--- config.mk ---
export PLATFORM = sky130hd
export DESIGN_NAME = mic_config_rx_flat
export DESIGN_NICKNAME = d
export VERILOG_FILES = /design/src/wire_cfg_pkg.sv /design/src/one_wire_if.sv /design/src/mic_config_rx.sv /design/src/flat_wrapper.sv
export SDC_FILE = /design/constraint.sdc
export NUM_CORES = 1
export LEC_CHECK = 0
export ABC_AREA = 1
export ABC_CLOCK_PERIOD_IN_PS = 6500
export BUFFER_PORTS_ARGS = -buffer_cell sky130_fd_sc_hd__buf_2
export CELL_PAD_IN_SITES_DETAIL_PLACEMENT = 2
export CELL_PAD_IN_SITES_GLOBAL_PLACEMENT = 2
export CORE_MARGIN = 10
export CORE_UTILIZATION = 42
export DETAILED_ROUTE_END_ITERATION = 8
export GPL_TIMING_DRIVEN = 0
export PLACE_DENSITY = 0.85
export RECOVER_POWER = 25
export SYNTH_ARGS = -nofsm -noshare
export SYNTH_HDL_FRONTEND = slang
export SYNTH_SLANG_ARGS = --single-unit
export TNS_END_PERCENT = 20
--- constraint.sdc ---
create_clock -name pclk -period 6.5 [get_ports pclk]
set_input_delay 0.65 -clock pclk [delete_from_list [all_inputs] [get_ports pclk]]
set_output_delay 0.65 -clock pclk [all_outputs]
set_load 0.02 [all_outputs]
--- src/wire_cfg_pkg.sv ---
// Shared constants for the one-wire configuration link and its two ends.
// Assumes both ends run from one 10 MHz pclk with an active-low async reset.
package wire_cfg_pkg;
  localparam int CLK_PERIOD_NS = 100;
  localparam int CLK_HZ = 10_000_000;

  // Symbol widths in link clock cycles, in pilot widths and in half pilot widths.
  localparam int PILOT_MIN = 8;
  localparam int PILOT_TYP = 10;
  localparam int PILOT_MAX = 20;
  localparam int ZERO_MAX_HALF = 3;
  localparam int ONE_MIN_HALF = 4;
  localparam int ONE_MAX_HALF = 7;
  localparam int ONE_TYP_TP = 3;
  localparam int GAP_MIN_HALF = 2;
  localparam int GAP_MAX_HALF = 4;
  localparam int STOP_HIGH_CLKS = 128;
  localparam int STOP_LOW_TP = 8;

  // Frame layout.
  localparam int PAYLOAD_BITS = 24;
  localparam logic [6:0] DEV_ADDR = 7'h53;
  localparam logic WRITE_FLAG = 1'b0;
  localparam logic [7:0] DEV_WRITE_BYTE = {DEV_ADDR, WRITE_FLAG};

  // Unlock sequence and detection registers.
  localparam int UNLOCK_STEPS = 5;
  localparam logic [7:0] UNLOCK_DATA = 8'h00;
  localparam logic [7:0] UNLOCK_ADDR [UNLOCK_STEPS] = '{8'h5C, 8'h3E, 8'h6F, 8'h3B, 8'h4C};
  localparam logic [7:0] REG_DETECT_ENABLE = 8'h29;
  localparam logic [7:0] REG_LOWPASS = 8'h35;
  localparam logic [7:0] REG_THRESHOLD = 8'h36;
  localparam int ENABLE_BIT = 3;
  localparam int LOWPASS_W = 3;
  localparam int THRESHOLD_W = 4;

  // The link clock counts as stopped after this long without an edge.
  localparam int CLK_STOP_NS = 40_000;
  localparam int CLK_STOP_CYCLES = CLK_STOP_NS / CLK_PERIOD_NS;

  // Link clock half period in pclk cycles, kept between 50 kHz and 200 kHz.
  localparam int LINK_HZ_MIN = 50_000;
  localparam int LINK_HZ_MAX = 200_000;
  localparam int DIV_MIN = CLK_HZ / (2 * LINK_HZ_MAX);
  localparam int DIV_MAX = CLK_HZ / (2 * LINK_HZ_MIN);
  localparam logic [7:0] DIV_RESET = 8'h32;

  // Controller register map (APB, byte addresses).
  localparam logic [7:0] OFS_CTRL = 8'h00;
  localparam logic [7:0] OFS_PILOT = 8'h04;
  localparam logic [7:0] OFS_CMD = 8'h08;
  localparam logic [7:0] OFS_STATUS = 8'h0C;
  localparam int CTRL_RUN_BIT = 0;
  localparam int CTRL_STOPLOW_BIT = 1;
  localparam int CTRL_DIV_LSB = 8;
  localparam int STATUS_BUSY_BIT = 0;
  localparam int STATUS_WAKE_BIT = 1;
endpackage

--- src/one_wire_if.sv ---
// Pins between the host controller and the microphone configuration end.
// Assumes the bench ties both modports together; all pins are one-way.
interface one_wire_if;
  logic pdm_clk;
  logic config_wire_pin;
  logic wake;
  modport host (output pdm_clk, output config_wire_pin, input wake);
  modport mic (input pdm_clk, input config_wire_pin, output wake);
endinterface

--- src/mic_config_rx.sv ---
// Microphone end: one-wire write receiver, unlock tracker, analog detect settings.
// Assumes pdm_clk and the pin arrive asynchronously and are sampled on pclk.
// Operation
// - Host keeps link clock above 50 kHz
// - Pilot 8 to 20 cycles sets width
// - Zero is up to 1.5 pilot widths
// - One is 2 to 3.5 pilot widths
// - High over 128 cycles ends write
// - Low over 8 pilot widths ends write
// - Low gaps of 1 to 2 widths
// - Host uses typical symbol widths
// - Frame is pilot, 24 bits, stop
// - First byte is device address, write
// - Address, register, data, MSB first
// - Five unlock writes open configuration
// - Unlock holds until power is lost
// - Wake follows threshold and cutoff conditions
// - Low-pass code in 0x35 bits 2:0
// - Threshold code in 0x36 bits 3:0
// - Enable in 0x29 bit 3, reset off
// - Detect only with enable and clock stopped
// - Sleep writes need 50 to 200 kHz
// - Enable stays until cleared or power loss
//
// Register access over APB was decided locally.
module mic_config_rx
  import wire_cfg_pkg::*;
(
  // Clock and power-up reset.
  input wire logic pclk,
  input wire logic presetn,
  // Link pins.
  one_wire_if.mic link,
  // Analog comparator results.
  input wire logic sound_above_threshold,
  input wire logic sound_below_cutoff,
  // Settings and status.
  output logic analog_detect_enable,
  output logic [LOWPASS_W-1:0] analog_lowpass_code,
  output logic [THRESHOLD_W-1:0] analog_threshold_code,
  output logic config_unlocked,
  output logic link_clock_stopped,
  output logic write_accepted,
  output logic frame_dropped
);
  typedef enum logic [2:0] {RX_IDLE, RX_HIGH, RX_LOW, RX_HOLD} rx_state_type;

  localparam int CNT_W = 12;
  localparam int STOP_W = 12;

  logic [1:0] clk_sync_q;
  logic [1:0] pin_sync_q;
  logic [1:0] above_sync_q;
  logic [1:0] below_sync_q;
  logic clk_prev_q;
  logic [STOP_W-1:0] idle_cnt_q;
  rx_state_type state_q;
  logic [CNT_W-1:0] cnt_q;
  logic [CNT_W-1:0] tp_q;
  logic pilot_q;
  logic err_q;
  logic [4:0] bits_q;
  logic [PAYLOAD_BITS-1:0] shift_q;
  logic [2:0] unlock_step_q;
  logic enable_q;
  logic [LOWPASS_W-1:0] lowpass_q;
  logic [THRESHOLD_W-1:0] threshold_q;
  logic wake_q;
  logic accepted_q;
  logic dropped_q;

  wire line = pin_sync_q[1];
  wire link_edge = clk_sync_q[1] & ~clk_prev_q;
  wire stopped = (idle_cnt_q == STOP_W'(CLK_STOP_CYCLES));
  wire [CNT_W-1:0] cnt_inc = (cnt_q == {CNT_W{1'b1}}) ? cnt_q : cnt_q + 1'b1;

  // Zero, one and gap width checks in half pilot widths to avoid fractions.
  wire [CNT_W:0] width2 = {cnt_q, 1'b0};
  wire [CNT_W+3:0] tp_half = {4'h0, tp_q};
  wire pilot_ok = (cnt_q >= CNT_W'(PILOT_MIN)) && (cnt_q <= CNT_W'(PILOT_MAX));
  wire is_zero = width2 <= (CNT_W+1)'(tp_half * ZERO_MAX_HALF);
  wire is_one = (width2 >= (CNT_W+1)'(tp_half * ONE_MIN_HALF)) &&
                (width2 <= (CNT_W+1)'(tp_half * ONE_MAX_HALF));
  wire gap_ok = (width2 >= (CNT_W+1)'(tp_half * GAP_MIN_HALF)) &&
                (width2 <= (CNT_W+1)'(tp_half * GAP_MAX_HALF));
  wire stop_high = cnt_q >= CNT_W'(STOP_HIGH_CLKS);
  wire stop_low = {4'h0, cnt_q} >= (CNT_W+4)'(tp_half * STOP_LOW_TP);

  // A frame is good only with a valid pilot, exactly 24 clean bits and our address.
  wire frame_good = !err_q && !pilot_q && (bits_q == 5'(PAYLOAD_BITS)) &&
                    (shift_q[23:16] == DEV_WRITE_BYTE);
  wire [7:0] reg_addr = shift_q[15:8];
  wire [7:0] reg_data = shift_q[7:0];
  wire unlocked = (unlock_step_q == 3'(UNLOCK_STEPS));
  wire unlock_match = !unlocked && (reg_data == UNLOCK_DATA) &&
                      (reg_addr == UNLOCK_ADDR[unlock_step_q]);
  wire unlock_first = (reg_data == UNLOCK_DATA) && (reg_addr == UNLOCK_ADDR[0]);
  wire bit_fault = pilot_q ? !pilot_ok :
                   ((bits_q == 5'(PAYLOAD_BITS)) || (!is_zero && !is_one));

  // Frame end: stop seen in the current symbol.
  logic finish;
  always_comb begin
    finish = 1'b0;
    if (link_edge) begin
      if (state_q == RX_HIGH && line && stop_high) begin
        finish = 1'b1;
      end else if (state_q == RX_LOW && !line && stop_low) begin
        finish = 1'b1;
      end
    end
  end
  wire commit = finish && frame_good;
  wire abort = (state_q != RX_IDLE) && (state_q != RX_HOLD) && stopped && !link_edge;

  // Both link pins and the comparators are asynchronous to pclk.
  always_ff @(posedge pclk or negedge presetn) begin
    if (!presetn) begin
      clk_sync_q <= 2'b00;
      pin_sync_q <= 2'b00;
      above_sync_q <= 2'b00;
      below_sync_q <= 2'b00;
      clk_prev_q <= 1'b0;
    end else begin
      clk_sync_q <= {clk_sync_q[0], link.pdm_clk};
      pin_sync_q <= {pin_sync_q[0], link.config_wire_pin};
      above_sync_q <= {above_sync_q[0], sound_above_threshold};
      below_sync_q <= {below_sync_q[0], sound_below_cutoff};
      clk_prev_q <= clk_sync_q[1];
    end
  end

  // Time since the last link clock edge; saturates to mark the clock as stopped.
  always_ff @(posedge pclk or negedge presetn) begin
    if (!presetn) begin
      idle_cnt_q <= STOP_W'(CLK_STOP_CYCLES);
    end else if (link_edge) begin
      idle_cnt_q <= '0;
    end else if (!stopped) begin
      idle_cnt_q <= idle_cnt_q + 1'b1;
    end
  end

  // Symbol receiver, stepped once per rising link clock edge.
  always_ff @(posedge pclk or negedge presetn) begin
    if (!presetn) begin
      state_q <= RX_IDLE;
      cnt_q <= '0;
      tp_q <= '0;
      pilot_q <= 1'b0;
      err_q <= 1'b0;
      bits_q <= '0;
      shift_q <= '0;
    end else if (abort) begin
      state_q <= RX_IDLE;
    end else if (link_edge) begin
      case (state_q)
        RX_IDLE: begin
          if (line) begin
            state_q <= RX_HIGH;
            cnt_q <= CNT_W'(1);
            pilot_q <= 1'b1;
            err_q <= 1'b0;
            bits_q <= '0;
          end
        end
        RX_HIGH: begin
          if (line) begin
            cnt_q <= cnt_inc;
            if (stop_high) begin
              state_q <= RX_HOLD;
            end
          end else begin
            state_q <= RX_LOW;
            cnt_q <= CNT_W'(1);
            pilot_q <= 1'b0;
            if (pilot_q) begin
              tp_q <= cnt_q;
            end else if (!bit_fault) begin
              shift_q <= {shift_q[PAYLOAD_BITS-2:0], is_one};
              bits_q <= bits_q + 1'b1;
            end
            if (bit_fault) begin
              err_q <= 1'b1;
            end
          end
        end
        RX_LOW: begin
          if (!line) begin
            cnt_q <= cnt_inc;
            if (stop_low) begin
              state_q <= RX_IDLE;
            end
          end else begin
            state_q <= RX_HIGH;
            cnt_q <= CNT_W'(1);
            if (!gap_ok) begin
              err_q <= 1'b1;
            end
          end
        end
        default: begin
          if (!line) begin
            state_q <= RX_IDLE;
          end
        end
      endcase
    end
  end

  // Unlock tracker and detection settings; apart from accepted writes, only power-up reset clears them.
  always_ff @(posedge pclk or negedge presetn) begin
    if (!presetn) begin
      unlock_step_q <= '0;
      enable_q <= 1'b0;
      lowpass_q <= '0;
      threshold_q <= '0;
    end else if (commit) begin
      if (unlock_match) begin
        unlock_step_q <= unlock_step_q + 1'b1;
      end else if (!unlocked) begin
        unlock_step_q <= unlock_first ? 3'(1) : 3'(0);
      end
      if (unlocked) begin
        if (reg_addr == REG_DETECT_ENABLE) begin
          enable_q <= reg_data[ENABLE_BIT];
        end else if (reg_addr == REG_LOWPASS) begin
          lowpass_q <= reg_data[LOWPASS_W-1:0];
        end else if (reg_addr == REG_THRESHOLD) begin
          threshold_q <= reg_data[THRESHOLD_W-1:0];
        end
      end
    end
  end

  // Wake follows the comparators only while enabled and the clock is off.
  always_ff @(posedge pclk or negedge presetn) begin
    if (!presetn) begin
      wake_q <= 1'b0;
      accepted_q <= 1'b0;
      dropped_q <= 1'b0;
    end else begin
      wake_q <= enable_q && stopped && above_sync_q[1] && below_sync_q[1];
      accepted_q <= commit;
      dropped_q <= (finish && !frame_good) || abort;
    end
  end

  assign link.wake = wake_q;
  assign analog_detect_enable = enable_q;
  assign analog_lowpass_code = lowpass_q;
  assign analog_threshold_code = threshold_q;
  assign config_unlocked = unlocked;
  assign link_clock_stopped = stopped;
  assign write_accepted = accepted_q;
  assign frame_dropped = dropped_q;
endmodule

--- src/flat_wrapper.sv ---
// flat-port wrapper written by rule: the top's interface ports become plain ports
module mic_config_rx_flat import wire_cfg_pkg::*;
  (pclk, presetn, sound_above_threshold, sound_below_cutoff, analog_detect_enable, analog_lowpass_code, analog_threshold_code, config_unlocked, link_clock_stopped, write_accepted, frame_dropped, link_pdm_clk, link_config_wire_pin, link_wake);
  one_wire_if link_i ();
  input wire logic pclk;
  input wire logic presetn;
  input wire logic sound_above_threshold;
  input wire logic sound_below_cutoff;
  output logic analog_detect_enable;
  output logic [LOWPASS_W-1:0] analog_lowpass_code;
  output logic [THRESHOLD_W-1:0] analog_threshold_code;
  output logic config_unlocked;
  output logic link_clock_stopped;
  output logic write_accepted;
  output logic frame_dropped;
  input wire logic [$bits(link_i.pdm_clk)-1:0] link_pdm_clk;
  input wire logic [$bits(link_i.config_wire_pin)-1:0] link_config_wire_pin;
  output wire logic [$bits(link_i.wake)-1:0] link_wake;
  assign link_i.pdm_clk = link_pdm_clk;
  assign link_i.config_wire_pin = link_config_wire_pin;
  assign link_wake = link_i.wake;
  mic_config_rx u_core (.pclk(pclk), .presetn(presetn), .link(link_i), .sound_above_threshold(sound_above_threshold), .sound_below_cutoff(sound_below_cutoff), .analog_detect_enable(analog_detect_enable), .analog_lowpass_code(analog_lowpass_code), .analog_threshold_code(analog_threshold_code), .config_unlocked(config_unlocked), .link_clock_stopped(link_clock_stopped), .write_accepted(write_accepted), .frame_dropped(frame_dropped));
endmodule
Word-level counts from Yosys, hierarchy flattened --
Memories as Yosys holds them, arrays and structs flattened. Index checks and enable logic that the tools add are counted.
Storage, ports and cells: bits in read-only memories 64, logic and storage cells 161, output and inout port bits 13, register bits after elaboration 93, input bits 6, memories kept 1
Cells by class: add/subtract/negate cells 4, multipliers 2, reduce and logical (&&, ||, !) cells 50, bitwise logic cells 9, multiplexer cells 39, $lt $le $gt $ge 10, equality and inequality tests 26
Memories:
- (no name shown) | words 8, bits a word 8, read ports 1, clocked after memory_dff 0, write ports 0, RTL line mic_config_rx.sv:96 | (reg_addr == UNLOCK_ADDR[unlock_step_q]);
Operator list (count):
- 12-bit 2-to-1 mux | 6
- 13-bit <= comparator | 3
- 12-bit one-hot mux with 3 select lines | 1
- 3-bit 2-to-1 mux | 10
- 13-bit >= comparator | 2
- 12-bit by 1-bit adder with 12-bit output (second input constant) | 2
- 8-bit by 6-bit equality test with 1-bit output (second input constant) | 3
- 1-bit logical AND | 22
- 5-bit 2-to-1 mux | 4
- 5-bit AND reduction | 4
- 8-bit 2-to-1 mux | 2
- 12-bit by 15-bit >= comparator with 1-bit output | 1
- 12-bit by 2-bit multiplier with 13-bit output (second input constant) | 1
- 12-bit by 3-bit multiplier with 13-bit output (second input constant) | 1
- 12-bit equality test (second input constant) | 1
- 12-bit by 9-bit equality test with 1-bit output (second input constant) | 1
- 12-bit by 4-bit >= comparator with 1-bit output (second input constant) | 1
- 12-bit by 8-bit >= comparator with 1-bit output (second input constant) | 1
- 12-bit by 5-bit <= comparator with 1-bit output (second input constant) | 1
- 1-bit 2-to-1 mux | 12
- 2-bit != test (second input constant) | 5
- 5-bit one-hot mux with 2 select lines | 1
- 1-bit logical NOT | 9
- 3-bit one-hot mux with 3 select lines | 1
- 32 further kinds | 45

Logic depth before layout (Yosys ltp) --
word-level depth 11, depth in mapped cells 29, mapped depth without buffers 29

Worst setup path before layout --
No wires, ideal clock.
kind register to register, from register u_core.tp_q[1], to register u_core.shift_q[9], library setup time 0.122 ns, slack 2.808 ns, data arrival time 3.570 ns, clock period less this slack 3.692 ns, stages on the path, launching flop included 28, data required time 6.378 ns, path buffers 2, cell sequence dfrtp_1 > fa_1 > ha_1 > inv_1 > fa_1 > inv_1 > nand3_1 > nand2_1 > nand2_1 > nand2_1 > a21oi_1 > nor2_1 > o22ai_1 > xor2_1 > ha_1 > nand2_1 > inv_1 > nand2_1 > nor2_1 > nand4_1 > nand2_1 > nand2_1 > nand2_1 > nand3_2 > buf_6 > buf_6 > nand2_1 > o21ai_1
Between the ends: cells in the longest elaborated chain, start to end 9, elaborated cells between the ends (all ways) 13, classes of those cells mul (2); order compare (3); mux (1); bitwise (1); reduce/logical (6)
RTL lines:
- from (decl) | RTL line mic_config_rx.sv:59 | logic [CNT_W-1:0] tp_q;
- from (signal assigned) | RTL line mic_config_rx.sv:178 | tp_q <= cnt_q;
- 12-bit by 3-bit multiplier with 13-bit output | RTL line mic_config_rx.sv:83 | (width2 <= (CNT_W+1)'(tp_half * ONE_MAX_HALF));
- 13-bit <= comparator | RTL line mic_config_rx.sv:83
- 1-bit logical AND | RTL line mic_config_rx.sv:82 | wire is_one = (width2 >= (CNT_W+1)'(tp_half * ONE_MIN_HALF)) &&
- 1-bit logical NOT | RTL line mic_config_rx.sv:99 | ((bits_q == 5'(PAYLOAD_BITS)) || (!is_zero && !is_one));
- 1-bit logical AND (*) | RTL line mic_config_rx.sv:99
- 1-bit logical OR (*) | RTL line mic_config_rx.sv:99
- 1-bit 2-to-1 mux (*) | RTL line mic_config_rx.sv:98 | wire bit_fault = pilot_q ? !pilot_ok :
- 1-bit inverter (no line) (*)
- 6-bit AND reduction (no line) (*)
- to (signal assigned) | RTL line mic_config_rx.sv:180 | shift_q <= {shift_q[PAYLOAD_BITS-2:0], is_one};
- to (decl) | RTL line mic_config_rx.sv:63 | logic [PAYLOAD_BITS-1:0] shift_q;
Mark *: on every way between the ends. The rest lies on a longest branch, timed or not. A chain may end at the register's enable or synchronous reset.

Worst setup path in the final report --
from register u_core.tp_q[0], to register u_core.bits_q[4]
Between the ends: cells in the longest elaborated chain, start to end 9, elaborated cells between the ends (all ways) 13, classes of those cells mul (2); order compare (3); eq/ne (1); mux (1); reduce/logical (6)
RTL lines:
- 12-bit by 3-bit multiplier with 13-bit output | RTL line mic_config_rx.sv:83
- 13-bit <= comparator | RTL line mic_config_rx.sv:83
- 1-bit logical AND | RTL line mic_config_rx.sv:82
- 1-bit logical NOT | RTL line mic_config_rx.sv:99
- 1-bit logical AND (*) | RTL line mic_config_rx.sv:99
- 1-bit logical OR (*) | RTL line mic_config_rx.sv:99
- 1-bit 2-to-1 mux (*) | RTL line mic_config_rx.sv:98
- 2-bit != test (no line) (*)
- 7-bit AND reduction (no line) (*)
- to (signal assigned) | RTL line mic_config_rx.sv:181 | bits_q <= bits_q + 1'b1;
- to (decl) | RTL line mic_config_rx.sv:62 | logic [4:0] bits_q;
Marked as above.

==> summary.md <==
| Metric | Value |
|---|---|
| Status | `finished with violations` |
| Failing checks | `max-capacitance violations, max-slew violations` |
| Top cell type by total area after synthesis | `dfrtp_1` |
| Slowest CP cell | `fa_1` |
| Skew final | `0.0119 ns` |
| Fill count | `2010` |
| Fin nets | `1073` |
| Max stage delay on crit path | `0.59 ns` |
| Post-synth EDFFs | `0` |
| Critical path endpoint category | `flip-flop` |
| FP Rows | `48` |
| Register area share after synthesis | `31.7%` |
| CP startpoint | `u_core.tp_q[0]` |
| Critical path type | `flip-flop to flip-flop` |
| DR DRC count | `0` |
| Simple-gate portion of the synthesized area | `25.7%` |
| Remaining global-route overflow | `0` |
| IO buf count | `18` |
| Area grow syn2layout | `9.81%` |
| Number of antenna violations at the first check in global routing | `0` |
| Switch share | `45.3%` |
| Hold_buf cts | `0` |
| Wire length on met2 | `12.5 mm` |
| Adder-cell share of the synthesized area | `19.9%` |
| CTS resizes | `0` |
| Vias per cell | `5.63` |
| GRT Util Overall | `22.3%` |
| Synth Instances | `929` |
| Met3 wire length | `552 um` |
| Final hold vios | `0` |
| Setup WS pre-CTS | `1.97 ns` |
| Logic pwr share | `42.7%` |
| Synth area leaders | `dfrtp_1 31%, ha_1 16%, nand2_1 11%, inv_1 6.4%, a21oi_1 4.2%` |
| Share of power burned in registers | `32.2%` |
| Synth Area in XOR/XNOR | `2.53%` |
| FF+latch count, synth | `92` |
| Fmax | `217 MHz` |
| Slew @ Worst Pin | `2.98 ns` |
| Worst setup margin | `1.90 ns` |
| Number of distinct library cells after synthesis | `50` |
| Max clock buf depth | `2` |
| Main combinational cell family by area after synthesis | `simple AND/OR/NAND/NOR gates` |
| Period utilisation layout | `70.8%` |
| Max-cap viol count | `1` |
| # clock sinks | `92` |
| Compound-Gate Fraction of Synth Area | `12.5%` |
| First-pass GRT wire length | `40.6 mm` |
| CP Max Fanout | `7` |
| ANT cells | `0` |
| CP dominant cell by count | `nand2_1` |
| Total Routed Length | `24.5 mm` |
| CP required | `6.81 ns` |
| Clock power frac | `25.1%` |
| RSZ-0062 raised after global routing | `false` |
| Endpoints failing setup | `0` |
| Psw | `1.07 mW` |
| H-tree depth | `3` |
| Initial drt markers | `321` |
| Critical Path AT | `4.91 ns` |
| Finished Layout Cells | `1189` |
| Io pins | `19` |
| Count leader, synth | `nand2_1` |
| Core Area | `17100 sq um` |
| Cell Int Power | `1.29 mW` |
| Final Max Tran Viols | `49` |
| Syn avg cell area | `7.84 sq um` |
| Final Util | `46.7%` |
| Clk pin slew, worst setup/hold paths | `0.08 ns` |
| Routed length per instance | `20.6 um` |
| Max-Slew Margin vs Limit | `-98.6%` |
| DP Wirelength | `17.9 mm` |
| Synth top area share | `30.6%` |
| Vias in the first global route | `7587` |
| Clk Latency, worst-skew pair | `0.37 ns` |
| Ys async rst share | `100%` |
| Via count | `6697` |
| Pleak | `3.96 nW` |
| Layout cells sized above 1 | `8.61%` |
| HP Start | `u_core.clk_sync_q[0]` |
| Worst VDD drop | `172 uV` |
| Power Density | `295 nW/um^2` |
| Die height | `152 um` |
| Num CTS Buffers | `9` |
| Die X | `152 um` |
| Largest net degree at the start of global routing | `50` |
| Setup TNS | `0 ns` |
| Pre-antenna DRT Iters | `5` |
| Clock root buffer | `clkbuf_16` |
| Crit path launch type | `flip-flop` |
| Hold Path Class | `flip-flop to flip-flop` |
| Post-Syn Area | `7280 sq um` |
| Met1 Wirelength | `11.0 mm` |
| Initial Utilization | `42.5%` |
| RD Place Congestion | `0.840` |
| TritonCTS clock tree | `built` |
| Area of the multi-input gates | `4420 sq um` |
| DRT antenna net count | `0` |
| Final Cell Area | `8000 sq um` |
| Postcts setup bufs | `0` |
| Max Used Layer | `met4` |
| Die area | `23000 sq um` |
| Multiplexer share of the synthesized area | `0.137%` |
| Prevailing post-synth register cell | `dfrtp_1` |
| List of most frequent post-synthesis cells | `216 x nand2_1, 124 x inv_1, 95 x ha_1` |
| Placed inst area | `7680 sq um` |
| FF-to-FF Start | `u_core.tp_q[0]` |
| Ys Warns | `0` |
| Placed Cells incl. Taps | `1173` |
| Syn Nets | `1043` |
| PnR Total Power | `2.36 mW` |
| Minimum clock period | `4.60 ns` |
| Hold WS | `0.353 ns` |
| Storage cell area | `2310 sq um` |
==> final timing paths <==
check	end	slack, ns	depth (start not counted)
worst max-delay path	u_core.bits_q[4]	1.90	28
min in group asynchronous	u_core.cnt_q[9]	1.24	1
max in group asynchronous	u_core.bits_q[0]	3.57	1
worst min-delay path	u_core.clk_sync_q[1]	0.35	0
worst min register to register	u_core.clk_sync_q[1]	0.35	0
worst max register to register	u_core.bits_q[4]	1.90	28
==> state kept, by name, indices dropped and copies added (netlist names), 2 cells and up <==
name / cells
u_core.cnt_q: 12
u_core.analog_lowpass_code: 3
u_core.idle_cnt_q: 12
u_core.unlock_step_q: 3
u_core.pin_sync_q: 2
u_core.shift_q: 24
u_core.below_sync_q: 2
u_core.analog_threshold_code: 4
u_core.clk_sync_q: 2
u_core.above_sync_q: 2
u_core.state_q: 2
u_core.tp_q: 12
u_core.bits_q: 5
==> power groups by stage <==
stage,Clock [mW],Combinational (mW),Sequential (mW)
after CTS,0.593,1.01,0.757
after global placement,0,0.881,0.758
final,0.591,1.01,0.759
after floorplan,0,0.684,0.719
after detailed placement,0,0.961,0.766
after global routing,0.616,1.15,0.771
==> placed cells by master (no fill, tap or decap), types with 5 or more instances in the layout <==
master / instances
o21ai_0: 49
buf_2: 21
dfrtp_1: 89
xnor2_1: 8
ha_1: 95
inv_1: 124
xor2_1: 13
o21ai_1: 21
nor2_2: 7
o21ai_2: 5
nand3_2: 5
nor3_1: 15
nor2_1: 58
nand4_1: 16
clkbuf_16: 9
o22ai_1: 9
fa_1: 13
nand2_1: 216
nand3_1: 52
a21oi_1: 61
nor4_1: 10
a21o_1: 5
==> worst max-delay path, delay by kind of cell (launching register included) <==
kind,cells,cell delay (ns)
compound gates,2,0.19
xor+xnor,1,0.15
fa+ha+maj,4,1.50
buf+inv,3,0.24
flops,1,0.52
simple gates,18,1.95
==> layer usage <==
| metal | global-route usage, % | vias up |
|---|---|---|
| met5 | 0 | - |
| met4 | 6.91 | 0 |
| met3 | 2.41 | 38 |
| met2 | 39.3 | 72 |
| met1 | 27.9 | 3420 |
| li1 | - | 3167 |
==> cells by family (layout without fill, tap and decap cells) <==
group | after synthesis | count (layout)
xor gates and xnor gates | 21 | 21
and+or+nand+nor | 404 | 404
DFF | 92 | 92
AOI/OAI and AO/OA | 165 | 165
adders and majority gates | 108 | 108
buffers and inverters | 138 | 173
muxes | 1 | 1
==> final cells by class <==
class / count / area share [%]
Buffer: 11 / 0.955
Clock buffer: 9 / 2.82
Clock inverter: 7 / 1.14
Inverter: 127 / 5.96
Multi-Input combinational cell: 699 / 55.3
Sequential cell: 92 / 28.8
Tap cell: 225 / 3.52
Timing Repair Buffer: 19 / 1.46
Note: power is estimated with default switching activity, not from simulation.
